**src/core/xcw_pkg.sv**
```systemverilog
// package: register map, field layout, reset values and carriers for the clock watch bank
package xcw_pkg;

    // ------------------------------------------------------------------
    // register offsets (management address space)
    // ------------------------------------------------------------------
    localparam logic [15:0] CLOCK_LOSS_STATUS_ADDR = 16'h801F;
    localparam logic [15:0] AUXILIARY_RESET_CONTROL_ADDR = 16'h8020;
    localparam logic [15:0] TEST_PATTERN_SYNC_STATUS_ADDR = 16'h8021;
    localparam logic [15:0] LANE0_ERROR_CHARACTER_ADDR = 16'h8022;
    localparam logic [15:0] LANE1_ERROR_CHARACTER_ADDR = 16'h8023;

    // ------------------------------------------------------------------
    // field positions
    // ------------------------------------------------------------------
    localparam int CLK312_LOSS_LSB = 4;      // lane 0..3 at bits 4..7
    localparam int CLK156_LOSS_LSB = 0;      // lane 0..3 at bits 0..3
    localparam int AUX_TX_RESET_BIT = 15;
    localparam int AUX_RX_RESET_BIT = 14;
    localparam int AUX_MUX_RESET_BIT = 13;
    localparam int PATTERN_SYNC_BIT = 15;
    localparam int ERR_CODE_MSB = 15;
    localparam int ERR_CODE_LSB = 7;

    // ------------------------------------------------------------------
    // reset values and timing counts
    // ------------------------------------------------------------------
    localparam logic [15:0] CLOCK_LOSS_STATUS_RST = 16'h0000;
    localparam logic [15:0] AUXILIARY_RESET_CONTROL_RST = 16'h0000;
    localparam logic [15:0] LANE0_ERROR_CHARACTER_RST = 16'hCE00;
    localparam logic [15:0] LANE1_ERROR_CHARACTER_RST = 16'h0000;
    localparam int CLOCK_LOSS_CYCLES = 255;  // missing-clock cycles before a flag
    localparam int LANE_COUNT = 4;
    localparam int ERR_LANE_COUNT = 2;

    // ------------------------------------------------------------------
    // carriers
    // ------------------------------------------------------------------
    // one code-group: control flag plus eight-bit value
    typedef struct packed {
        logic ctrl;
        logic [7:0] value;
    } xcw_lane_char_type;

    // management register access as seen after frame decode
    typedef struct packed {
        logic [15:0] addr;
        logic wr;
        logic rd;
        logic [15:0] wdata;
    } xcw_reg_req_type;

    // self-clearing auxiliary resets
    typedef struct packed {
        logic tx_path;
        logic rx_path;
        logic mux_path;
    } xcw_aux_reset_type;

endpackage : xcw_pkg

```
**src/core/xcw_clock_watch.sv**
```systemverilog
// module: watchdog flagging a clock whose activity stopped for a set number of cycles
`timescale 1ns/100ps
module xcw_clock_watch #(
    parameter int LIMIT = xcw_pkg::CLOCK_LOSS_CYCLES
) (
    input wire logic mclk_i,     // system clock
    input wire logic rst_i,      // async reset, active high
    input wire logic activity_i, // divided toggle of the watched clock
    output logic lost_o          // level: no toggle for LIMIT cycles
);

    localparam int CW = $clog2(LIMIT + 1);

    // elaboration check on the limit
    if (LIMIT < 1 || LIMIT > 65535) begin : g_bad_limit
        $error("xcw_clock_watch: LIMIT out of range");
    end

    typedef struct packed {
        logic prev;
        logic [CW-1:0] cnt;
    } xcw_watch_state_type;

    xcw_watch_state_type st_r;
    xcw_watch_state_type st_nxt;

    // count idle cycles, restart on any toggle, saturate at the limit
    always_comb begin
        st_nxt = st_r;
        st_nxt.prev = activity_i;
        if (activity_i != st_r.prev) begin
            st_nxt.cnt = '0;
        end else if (st_r.cnt != CW'(LIMIT)) begin
            st_nxt.cnt = st_r.cnt + CW'(1);
        end
    end

    // state register
    always_ff @(posedge mclk_i or posedge rst_i) begin
        if (rst_i) begin
            st_r <= '0;
        end else begin
            st_r <= st_nxt;
        end
    end

    assign lost_o = (st_r.cnt == CW'(LIMIT)); // flag once idle long enough

endmodule : xcw_clock_watch

```
**src/core/xcw_regs.sv**
```systemverilog
// module: clock-loss, auxiliary reset, pattern sync and error character registers
//
// Summary of operation
// - Per lane, latch bit 7..4 when 312 MHz clock missing 255+ cycles.
// - Per lane, latch bit 3..0 when 156 MHz clock missing 255+ cycles.
// - Both clock watches observe transmit-side clocks only.
// - Writing one to bit 15 pulses the transmit path reset, self-clearing.
// - Writing one to bit 14 pulses the receive path reset, self-clearing.
// - Writing one to bit 13 resets double-rate, resynchronise and path mux logic.
// - Auxiliary resets never touch read/write configuration registers.
// - Pattern status bit 15 reads high once test pattern preamble recovered.
// - Error code is bits 15..7: control flag then eight-bit character.
// - On error, programmed lane character replaces data on transmit and receive.
// - Lane 0 error code resets to control 9C, register value CE00.
// - Lane 1 error code resets to zero.
`timescale 1ns/100ps
module xcw_regs #(
    parameter int LOSS_LIMIT = xcw_pkg::CLOCK_LOSS_CYCLES
) (
    input wire logic mclk_i,                                 // 50 MHz clock
    input wire logic rst_i,                                  // async reset, active high
    input wire xcw_pkg::xcw_reg_req_type reg_req_i,          // register access strobe
    output logic [15:0] reg_rdata_o,                         // read data, cycle after rd
    input wire logic [3:0] tx_clk312_activity_i,             // tx 312 MHz toggle per lane
    input wire logic [3:0] tx_clk156_activity_i,             // tx 156 MHz toggle per lane
    input wire logic pattern_sync_i,                         // checker preamble recovered
    output xcw_pkg::xcw_aux_reset_type aux_reset_o,          // one-cycle path resets
    input wire xcw_pkg::xcw_lane_char_type [1:0] tx_char_i,  // tx code-group, lanes 0..1
    input wire logic [1:0] tx_err_i,                         // tx error condition
    input wire xcw_pkg::xcw_lane_char_type [1:0] rx_char_i,  // rx code-group, lanes 0..1
    input wire logic [1:0] rx_err_i,                         // rx error condition
    output xcw_pkg::xcw_lane_char_type [1:0] tx_char_o,      // tx after substitution
    output xcw_pkg::xcw_lane_char_type [1:0] rx_char_o       // rx after substitution
);

    // ------------------------------------------------------------------
    // elaboration checks
    // ------------------------------------------------------------------
    if (LOSS_LIMIT < 1 || LOSS_LIMIT > 65535) begin : g_bad_limit
        $error("xcw_regs: LOSS_LIMIT out of range");
    end

    localparam int NL = xcw_pkg::LANE_COUNT;
    localparam int NE = xcw_pkg::ERR_LANE_COUNT;
    localparam int EW = xcw_pkg::ERR_CODE_MSB - xcw_pkg::ERR_CODE_LSB + 1;
    localparam logic [15:0] ERR0_RST = xcw_pkg::LANE0_ERROR_CHARACTER_RST;
    localparam logic [15:0] ERR1_RST = xcw_pkg::LANE1_ERROR_CHARACTER_RST;
    localparam logic [15:0] LOSS_RST = xcw_pkg::CLOCK_LOSS_STATUS_RST;
    localparam logic [15:0] AUX_RST = xcw_pkg::AUXILIARY_RESET_CONTROL_RST;

    // ------------------------------------------------------------------
    // state
    // ------------------------------------------------------------------
    typedef struct packed {
        logic [NL-1:0] loss312;
        logic [NL-1:0] loss156;
        xcw_pkg::xcw_aux_reset_type aux;
        xcw_pkg::xcw_lane_char_type [NE-1:0] err_code;
        logic [15:0] rdata;
        xcw_pkg::xcw_lane_char_type [NE-1:0] tx_out;
        xcw_pkg::xcw_lane_char_type [NE-1:0] rx_out;
    } xcw_regs_state_type;

    localparam xcw_regs_state_type STATE_RST = '{
        loss312: LOSS_RST[xcw_pkg::CLK312_LOSS_LSB +: NL],
        loss156: LOSS_RST[xcw_pkg::CLK156_LOSS_LSB +: NL],
        aux: '{
            tx_path: AUX_RST[xcw_pkg::AUX_TX_RESET_BIT],
            rx_path: AUX_RST[xcw_pkg::AUX_RX_RESET_BIT],
            mux_path: AUX_RST[xcw_pkg::AUX_MUX_RESET_BIT]
        },
        err_code: {
            ERR1_RST[xcw_pkg::ERR_CODE_MSB:xcw_pkg::ERR_CODE_LSB],
            ERR0_RST[xcw_pkg::ERR_CODE_MSB:xcw_pkg::ERR_CODE_LSB]
        },
        rdata: 16'h0000,
        tx_out: '0,
        rx_out: '0
    };

    xcw_regs_state_type st_r;
    xcw_regs_state_type st_nxt;

    logic [NL-1:0] lost312;
    logic [NL-1:0] lost156;

    // ------------------------------------------------------------------
    // clock watches, one pair per lane
    // ------------------------------------------------------------------
    for (genvar g = 0; g < NL; g++) begin : g_lane
        xcw_clock_watch #(
            .LIMIT(LOSS_LIMIT)
        ) u_watch312 (
            .mclk_i(mclk_i),
            .rst_i(rst_i),
            .activity_i(tx_clk312_activity_i[g]),
            .lost_o(lost312[g])
        );
        xcw_clock_watch #(
            .LIMIT(LOSS_LIMIT)
        ) u_watch156 (
            .mclk_i(mclk_i),
            .rst_i(rst_i),
            .activity_i(tx_clk156_activity_i[g]),
            .lost_o(lost156[g])
        );
    end

    // ------------------------------------------------------------------
    // read mux
    // ------------------------------------------------------------------
    function automatic logic [15:0] read_word(input xcw_regs_state_type s,
                                              input logic [15:0] addr,
                                              input logic psync);
        logic [15:0] w;
        w = 16'h0000;
        unique case (addr)
            xcw_pkg::CLOCK_LOSS_STATUS_ADDR: begin
                w[xcw_pkg::CLK312_LOSS_LSB +: NL] = s.loss312;
                w[xcw_pkg::CLK156_LOSS_LSB +: NL] = s.loss156;
            end
            xcw_pkg::AUXILIARY_RESET_CONTROL_ADDR: begin
                w[xcw_pkg::AUX_TX_RESET_BIT] = s.aux.tx_path;
                w[xcw_pkg::AUX_RX_RESET_BIT] = s.aux.rx_path;
                w[xcw_pkg::AUX_MUX_RESET_BIT] = s.aux.mux_path;
            end
            xcw_pkg::TEST_PATTERN_SYNC_STATUS_ADDR: begin
                w[xcw_pkg::PATTERN_SYNC_BIT] = psync;
            end
            xcw_pkg::LANE0_ERROR_CHARACTER_ADDR: begin
                w[xcw_pkg::ERR_CODE_MSB:xcw_pkg::ERR_CODE_LSB] = s.err_code[0];
            end
            xcw_pkg::LANE1_ERROR_CHARACTER_ADDR: begin
                w[xcw_pkg::ERR_CODE_MSB:xcw_pkg::ERR_CODE_LSB] = s.err_code[1];
            end
            default: begin
                w = 16'h0000;  // unmapped reads as zero
            end
        endcase
        return w;
    endfunction : read_word

    // ------------------------------------------------------------------
    // next-state logic
    // ------------------------------------------------------------------
    always_comb begin
        logic rd_loss;
        logic wr_aux;
        rd_loss = reg_req_i.rd && (reg_req_i.addr == xcw_pkg::CLOCK_LOSS_STATUS_ADDR);
        wr_aux = reg_req_i.wr && (reg_req_i.addr == xcw_pkg::AUXILIARY_RESET_CONTROL_ADDR);
        st_nxt = st_r;

        // read data captured on the read strobe, before any clear
        if (reg_req_i.rd) begin
            st_nxt.rdata = read_word(st_r, reg_req_i.addr, pattern_sync_i);
        end

        // clear on read, live loss wins
        if (rd_loss) begin
            st_nxt.loss312 = '0;
            st_nxt.loss156 = '0;
        end
        st_nxt.loss312 = st_nxt.loss312 | lost312;
        st_nxt.loss156 = st_nxt.loss156 | lost156;

        // self-clearing resets last a single cycle
        st_nxt.aux = '0;
        if (wr_aux) begin
            st_nxt.aux.tx_path = reg_req_i.wdata[xcw_pkg::AUX_TX_RESET_BIT];
            st_nxt.aux.rx_path = reg_req_i.wdata[xcw_pkg::AUX_RX_RESET_BIT];
            st_nxt.aux.mux_path = reg_req_i.wdata[xcw_pkg::AUX_MUX_RESET_BIT];
        end

        if (reg_req_i.wr && reg_req_i.addr == xcw_pkg::LANE0_ERROR_CHARACTER_ADDR) begin
            st_nxt.err_code[0] = reg_req_i.wdata[xcw_pkg::ERR_CODE_MSB:xcw_pkg::ERR_CODE_LSB];
        end
        if (reg_req_i.wr && reg_req_i.addr == xcw_pkg::LANE1_ERROR_CHARACTER_ADDR) begin
            st_nxt.err_code[1] = reg_req_i.wdata[xcw_pkg::ERR_CODE_MSB:xcw_pkg::ERR_CODE_LSB];
        end

        for (int i = 0; i < NE; i++) begin
            st_nxt.tx_out[i] = tx_err_i[i] ? st_r.err_code[i] : tx_char_i[i];
            st_nxt.rx_out[i] = rx_err_i[i] ? st_r.err_code[i] : rx_char_i[i];
        end
    end

    // ------------------------------------------------------------------
    // state register
    // ------------------------------------------------------------------
    // error codes take their reset values here only
    always_ff @(posedge mclk_i or posedge rst_i) begin
        if (rst_i) begin
            st_r <= STATE_RST;
        end else begin
            st_r <= st_nxt;
        end
    end

    // ------------------------------------------------------------------
    // outputs
    // ------------------------------------------------------------------
    // aux resets leave the configuration registers alone
    assign aux_reset_o = st_r.aux;
    assign reg_rdata_o = st_r.rdata;
    assign tx_char_o = st_r.tx_out;
    assign rx_char_o = st_r.rx_out;

    // unused width guard
    if (EW != 9) begin : g_bad_width
        $error("xcw_regs: error code field must be nine bits");
    end

endmodule : xcw_regs

```
**config.mk**
```make
export PLATFORM = sky130hd
export DESIGN_NAME = xcw_regs
export DESIGN_NICKNAME = d
export VERILOG_FILES = /design/src/core/xcw_pkg.sv /design/src/core/xcw_clock_watch.sv /design/src/core/xcw_regs.sv
export SDC_FILE = /design/constraint.sdc
export NUM_CORES = 1
export LEC_CHECK = 0
export BUFFER_PORTS_ARGS = -buffer_cell sky130_fd_sc_hd__buf_2
export CAP_MARGIN = 15
export CORE_UTILIZATION = 50
export DETAILED_ROUTE_END_ITERATION = 10
export GPL_TIMING_DRIVEN = 0
export PLACE_DENSITY_LB_ADDON = 0.15
export SETUP_SLACK_MARGIN = 0.1
export SYNTH_ARGS = -nofsm -noshare
export SYNTH_HDL_FRONTEND = slang
export SYNTH_SLANG_ARGS = --single-unit
export TNS_END_PERCENT = 30
```
**constraint.sdc**
```tcl
create_clock -name mclk_i -period 5.8 [get_ports mclk_i]
set_input_delay 1.16 -clock mclk_i [delete_from_list [all_inputs] [get_ports mclk_i]]
set_output_delay 1.16 -clock mclk_i [all_outputs]
set_load 0.01 [all_outputs]
```
Word level (Yosys, flattened, before mapping)

Cells that the tools add are included.

Input bits: 85
Output and inout bits: 55
Flip-flop bits (word level): 153

Eq/ne operators: 29
Bitwise gates (word level): 2
Mux-type cells: 27
Reduce and logical (&&, ||, !) cells: 12
Add/sub/neg operators: 8

Operators with widths:

| operator                                     | count |
|---|---|
| 2-to-1 mux 8 bit                             | 17 |
| equality test 16 bit, second input constant  | 5 |
| adder 8 x 1 -> 8 bit, second input constant  | 8 |
| equality test 8 bit, second input constant   | 8 |
| inequality test 8 bit, second input constant | 8 |
| 2-to-1 mux 9 bit                             | 4 |
| nonzero test 2 bit                           | 8 |
| case mux 5 bit (2 select lines)              | 1 |
| inequality test 1 bit                        | 8 |
| bitwise OR 4 bit                             | 2 |
| 2-to-1 mux 7 bit                             | 1 |
| case mux 2 bit (3 select lines)              | 1 |
| logical AND 1 bit                            | 4 |
| case mux 1 bit (4 select lines)              | 1 |
| 2-to-1 mux 3 bit                             | 1 |
| case mux 1 bit (3 select lines)              | 1 |

Longest topological paths before layout

Gate-level depths: netlist (run 1).

Depth after elaboration: 4
Depth in mapped cells: 6
Depth with buffers taken out: 5

Hierarchy

Synthesis (run 1) repeated with hierarchy kept, for this count alone.

Cells, all modules: 655
Area total of the unflattened synthesis: 7,369.6 um^2

Modules (own cells, without submodules):

| module          | area an instance (um^2) | times used | cells each |
|---|---|---|---|
| xcw_clock_watch | 465.4                   | 8          | 48 |
| xcw_regs        | 3,646.0                 | 1          | 271 |

Least setup slack after synthesis (run 1)

No wires, ideal clock.

Kind: input to register
Start: in reg_req_i[20] (netlist name)
End: reg st_r[52] (netlist name)
Slack: 3.302 ns
Library setup time: 0.125 ns
Buffers on the path: 1
Stages: 5
Data arrival time: 2.373 ns
Cells stage by stage: nor4b_4 -> nand4_2 -> nor3b_2 -> buf_6 -> mux2_4

Cells in the longest elaborated chain, start to end: 2

RTL lines:

| element                | RTL line        | source |
|---|---|---|
| start: declaration     | xcw_regs.sv:22  | `input wire xcw_pkg::xcw_reg_req_type reg_req_i,` |
| equality test 16 bit   | xcw_regs.sv:174 | `if (reg_req_i.wr && reg_req_i.addr == xcw_pkg::LANE0_ERROR_CHARACTER_ADDR) begin` |
| logical AND 1 bit      | xcw_regs.sv:174 |  |
| end signal: assignment | xcw_regs.sv:195 | `st_r <= st_nxt;` |
| end: declaration       | xcw_regs.sv:81  | `xcw_regs_state_type st_r;` |

No other way between the ends.
A chain may end at the register's enable or synchronous reset.

Final worst setup path (run 1)

Same ends and word-level chain as after synthesis.

==> metrics, run 1 <==
largest net degree at the start of global routing 90; final hold violations 0; CP max-delay cell nor4b_4; largest cells by area after synthesis dfrtp_1 (52%), mux2_2 (7.2%), buf_4 (5.8%); Final period util 41.9%; maximum VDD drop roughly 0.00021 V; Synth top cells by count dfrtp_1 (148), buf_4 (55), nor2_1 (52), mux2_2 (45), a31oi_1 (28); Synth Instances between 500 and 600; Syn Nets 685; most common cell in the synthesized netlist dfrtp_1; main flop type after synthesis dfrtp_1; Final nets 831; DP Area 0.00795 mm^2; clk slew on worst S/H paths 0.06 ns; Final WS setup approximately 3.4 ns; largest stage delay on the critical path 0.45 ns; Final setup violation count 0; detailed placement HPWL 10700 um; number of synthesized register bits ~150; H-tree depth 4; Sink Count 153; Met1 Wirelength 6540 um; vias in the first global route about 5.0k; Rel. slew slack 45.7%; dpl ws around 3.0 ns; area of the core 0.0138 mm^2; Vias about 5.0k; DRT iter0 DRCs approximately 300; post_cts resized 0; layout cell share with drive strength beyond 1 36.8%; max-cap violations 0; multi-input logic area 0.00272 mm^2; DRC Markers 0; CTS tree yes; gr usage total 21.9%; CP Capture Type flip-flop; total grt overflow 0; routability cong. between 0.7 and 0.8; number of flops mapped to enable cells by yosys 0; Final Non-Filler Cells 932; Num CTS Buffers 17; CTS Root Cell clkbuf_16; FF/Latch Area roughly 0.0038 mm^2; Finished Cell Area about 0.0085 mm^2; Avg Inst Size Synth 11.9 um^2; Netlist Area Pre-Place roughly 0.0071 mm^2; crit path cell chain buf_2, nor4b_4, nand4_2, nor3b_2, buf_6, mux2_4; Ports 140; Yosys warning count 0; Netlist cell types 54; vias per cell 5.35; RSZ-0062 raised after global routing false; Hold WC Path Type flip-flop to flip-flop; total negative setup slack 0 ns; Tightest Pin Transition 0.814 ns; Arr. time, crit path 2.73 ns; DR WL/cell 15.9 um; P_leak 4.30 nW; Core Rows 43; Worst Skew approximately 0.0063 ns; routed length on met2 7190 um; Synth async-reset ratio between 90% and 100%; sequential-to-total area share from yosys stat 54.3%; Die ar. ~0.015 mm^2; Pre-antenna DRT Iters 5; placed cells 899; Power Density 277 mW/mm^2; port buffer count 126; # fillers about 1.1k; chip width 121 um; crit path buf inv count 2; clk buf depth 2; Synth top area share 52.4%; post-CTS setup buffers 0; status finished, final reports clean; global-route wire length before repair 24200 um; clock latency on the worst-skew pair around 0.42 ns; CTS Hold Buffers Added 0; minimum clock period 2.43 ns; critical path type primary input to flip-flop; detailed-route wire length around 15000 um; Die H 121 um; initial antenna violation count 2; final max-slew violation count 0; uppermost layer routed met5; post-route ant nets 0; crit path launch type primary input; CP required ~6 ns; crit-path leading delay family simple AND/OR/NAND/NOR gates; Initial Utilization between 50 and 60%; area leader, netlist dfrtp_1; area delta synth->final 20.1%; routed length on met3 834 um; f_max 411 MHz; Worst Path Max Fanout 9
==> area by class of cell <==
type	count	area share (%)
plain buffers	69	5.57
repair buffers	127	7.76
flip-flops and latches	153	45.2
multi-input cells	361	32.1
clock inverters	4	0.531
well taps	180	2.65
clock buffers	28	5.74
inverters	9	0.457
diodes	1	0.0295
==> worst paths after layout <==
check	start	endpoint	slack, ns	cells after the start
max in group asynchronous	rst_i	st_r[59]$_DFFE_PP1P_	4.09	3
min in group asynchronous	rst_i	g_lane[2].u_watch156.st_r[0]$_DFFE_PP0P_	0.90	2
setup / recovery	reg_req_i[20]	st_r[52]$_DFFE_PP0P_	3.37	6
hold / removal	st_r[74]$_DFF_PP0_	st_r[74]$_DFF_PP0_	0.48	1
setup reg to reg	g_lane[0].u_watch156.st_r[0]$_DFFE_PP0P_	g_lane[0].u_watch156.st_r[0]$_DFFE_PP0P_	4.02	6
hold reg to reg	st_r[74]$_DFF_PP0_	st_r[74]$_DFF_PP0_	0.48	1
==> layer usage <==
layer | global-route usage [%] | vias up
met2 | 35.1 | 149
met5 | 0 | -
met3 | 5.66 | 19
met4 | 7.64 | 2
met1 | 28.7 | 2438
li1 | - | 2382
==> metrics by stage <==
step / hold slack, ns / util [%] / power [mW]
after floorplan: 0.451 / - / 1.29
after global placement: 0.461 / 57.3 / 1.35
after detailed placement: 0.467 / 57.5 / 1.37
after CTS: 0.481 / 61.3 / 2.38
after global routing: 0.501 / 61.3 / 2.45
final: 0.479 / 61.4 / 2.35
==> power breakdown <==
group | internal [mW] | switching [mW]
registers | 1.11 | 0.0331
logic | 0.0947 | 0.105
clock network | 0.611 | 0.399
total | 1.82 | 0.537
==> layout by cell type (no fill, tap or decap), types with 9 or more instances in the layout <==
cell type | Yosys | final
dfrtp_1 | 148 | 148
o2bb2ai_1 | 9 | 9
clkbuf_16 | 0 | 17
xor2_1 | 18 | 18
clkbuf_1 | 13 | 22
nor2_1 | 52 | 52
nand3_1 | 14 | 14
mux2_4 | 9 | 9
nand2_1 | 19 | 19
mux2i_1 | 16 | 16
buf_4 | 55 | 55
a31oi_1 | 28 | 28
mux2_2 | 45 | 45
nor3_1 | 17 | 17
o21ai_0 | 11 | 11
buf_2 | 0 | 126
and3_1 | 15 | 15
o21bai_1 | 9 | 9
==> state kept, by name, summed over array words and instances, names as in the netlist <==
| signal | cells |
|---|---|
| st_r | 26 |
| g_lane.u_watch312.st_r | 36 |
| tx_char_o | 18 |
| g_lane.u_watch156.st_r | 36 |
| reg_rdata_o | 16 |
| aux_reset_o | 3 |
| rx_char_o | 18 |
==> logic make-up (layout without fill, tap and decap cells) <==
group                      count (synthesis)  in the layout  synth area share (%)
buffers and inverters                     78            237                  7.18
xor gates and xnor gates                  24             24                  2.98
AOI/OAI and AO/OA                        100            100                  9.98
muxes                                     71             71                  11.7
other                                      0              1                     0
adders and majority gates                  8              8                  1.42
DFF                                      153            153                  54.3
and+or+nand+nor                          158            158                  12.5
(Power assumes the default switching activity.)
==> inputs of run 2 (changes only) <==
- ABC_AREA: unset -> 1
- clock period: 5.8 -> 2.05 ns (I/O delays scaled with it)
==> run 2 against run 1 <==
Net effect: critical path depth unchanged; core utilization increased by 0.68 points; first-iteration DRC count decreased by 11%; clock skew increased by 0.0016 ns; synthesized cell count increased by 27%; routed wire length increased by 1.5%; power increased to 2.8 times the previous value; final cell count increased by 18%; clock power increased to 2.7 times the previous value; final area increased by 2.7%; largest cell class unchanged.
==> metrics, run 2 <==
Die H 122 um; Synth async-reset ratio 100%; Avg Inst Size Synth ~9.7 um^2; DRT iter0 DRCs 266; met1 global-route usage 26.4%; P_leak 4.61 nW; met2 Usage GRT 36.8%; CP Capture Type flip-flop; Sink Count 153; global-route wire length before repair ~25000 um; dpl ws between 0.2 and 0.3 ns; initial antenna violation count 1; Core Rows 43; Final setup violation count 0; Synth Instances ~750; Rel. slew slack 54.3%; detailed placement HPWL 11400 um; Worst Path Max Fanout 8; vias in the first global route approximately 5.3k; final hold violations 0; final max-slew violation count 0; number of synthesized register bits around 150; RSZ-0062 raised after global routing false; Final WS setup 0.452 ns; Synth top area share 51.0%; sequential-to-total area share from yosys stat between 50% and 60%; Synth top cells by count dfrtp_1 (148), nand2_1 (128), nand3_1 (66), inv_1 (58), buf_4 (56); Top Registers g_lane.u_watch156.st_r x36, g_lane.u_watch312.st_r x36, st_r x26; Die ar. 0.0150 mm^2; routability cong. around 0.85; Ports 140; Syn Nets 845; Initial Utilization approximately half; critical path type flip-flop to flip-flop; Final nets just under 1k; max-cap violations 0; Final Hold Slack 0.0183 ns; Netlist Area Pre-Place 0.00726 mm^2; detailed-route wire length 15000 um; CP endpoint g_lane[0].u_watch312.st_r[0]$_DFFE_PP0P_; CTS Hold Buffers Added 0; Hold WC Path Type primary input to asynchronous set/reset pin; CTS tree yes; DR WL/cell 13.7 um; status finished, final reports clean; area leader, netlist dfrtp_1; area delta synth->final 20.1%; Worst Skew 0.00789 ns; Tightest Pin Transition 0.681 ns; Pre-antenna DRT Iters 5; post_cts resized 0; CTS Root Cell clkbuf_16; post-route ant nets 0; main flop type after synthesis dfrtp_1; clock latency on the worst-skew pair 0.42 ns; Num CTS Buffers 17; crit path from g_lane[0].u_watch312.st_r[0]$_DFFE_PP0P_; H-tree depth 4; largest cells by area after synthesis dfrtp_1 (51%), nand2_1 (6.6%), buf_4 (5.8%); layout cell share with drive strength beyond 1 36.1%; Final period util 77.9%; crit path launch type flip-flop; CP required 2.35 ns; gr usage total 21.7%; most common cell in the synthesized netlist dfrtp_1; total negative setup slack 0 ns; largest net degree at the start of global routing 43; Yosys warning count 0; reg2reg setup slack 0.45 ns; total power 6.53 mW; f_max 626 MHz; port buffer count 127; area of the core 0.0140 mm^2; Arr. time, crit path 1.90 ns; Netlist cell types 36; clk buf depth 2; DRC Markers 0; Worst R2R Path Depth 6; maximum VDD drop 0.000633 V; minimum clock period 1.60 ns; GRT busiest layer met2; clk slew on worst S/H paths 0.05 ns; Reg-to-Reg Start g_lane[0].u_watch312.st_r[0]$_DFFE_PP0P_; total grt overflow 0; reg2reg end g_lane[0].u_watch312.st_r[0]$_DFFE_PP0P_; Vias 5519; chip width 122 um; number of flops mapped to enable cells by yosys 0; Power Density 749 mW/mm^2; met3 Use GR 4.69%; commonest non-fill, non-tap cell in the layout dfrtp_1; post-CTS setup buffers 0; commonest cells after routing, fill and taps aside dfrtp_1 (148), nand2_1 (128), buf_2 (128); vias per cell 5.04
==> run 2: changes by cell type after synthesis, moves of 14 or more <==
cell | before | now
and3_1 | 15 | 0
inv_1 | 9 | 58
inv_2 | 0 | 21
mux2i_1 | 16 | 0
nand2_1 | 19 | 128
nand3_1 | 14 | 66
o21ai_0 | 11 | 28
o21ai_1 | 0 | 29
o21ai_2 | 0 | 18
xor2_1 | 18 | 4
==> run 2: worst min-delay path by stage <==
stage / startpoint / endpoint / slack (ns) / cells after the start
after floorplan: tx_clk156_activity_i[0] / g_lane[0].u_watch156.st_r[8]$_DFF_PP0_ / 0.44 / 0
after global placement: st_r[80]$_DFF_PP0_ / st_r[80]$_DFF_PP0_ / 0.46 / 2
after detailed placement: rst_i / g_lane[2].u_watch156.st_r[4]$_DFFE_PP0P_ / 0.46 / 2
after CTS: rst_i / reg_rdata_o[3]$_DFFE_PP0P_ / 0.02 / 2
after global routing: rst_i / g_lane[2].u_watch156.st_r[7]$_DFFE_PP0P_ / 0.04 / 2
final: rst_i / g_lane[2].u_watch156.st_r[4]$_DFFE_PP0P_ / 0.02 / 2
==> run 2: cell type report <==
cell class,count,area (um^2)
clock inverter,5,25.0
fill,1199,5330
buffer,65,478
tap,180,225
timing repair buffer,131,716
sequential,153,3830
inverter,79,300
multi-input combinational,455,2650
clock buffer,27,483
antenna,1,2.50
==> run 2: cell families after synthesis <==
logic type | count (synthesis) | synth area share (%)
buf+inv | 144 | 10.7
compound gates | 113 | 9.16
flops | 153 | 52.8
mux | 36 | 5.59
fa+ha+maj | 8 | 1.38
simple gates | 286 | 18.9
xor+xnor | 12 | 1.45
==> run 2: per-layer routing <==
metal / share of wire [%] / vias up
met3: 4.2 / 25
met4: 2.6 / 0
met1: 43 / 2623
met2: 50 / 147
met5: 0 / -
li1: - / 2724
==> run 2: where the power goes <==
part / total (mW) / switching (mW) / internal, mW
registers: 3.22 / 0.0805 / 3.14
clock network: 2.72 / 1.12 / 1.60
logic: 0.580 / 0.318 / 0.262
==> run 2: critical path, cell delays in order (launching register included) <==
cell     delay [ns]
dfrtp_1        0.38
ha_1           0.22
nand3_1        0.16
nor3_2         0.25
nand2_1        0.24
o21ai_1        0.18
a21oi_1        0.05
==> run 2: per-stage QoR <==
step                instances  util [%]  area [um^2]
global placement         1059      57.8         8120
global route             1096      62.0         8710
finish                   1096      62.0         8710
detailed placement       1063      58.4         8200
CTS                      1095      62.0         8710
floorplan                 752         -         7260
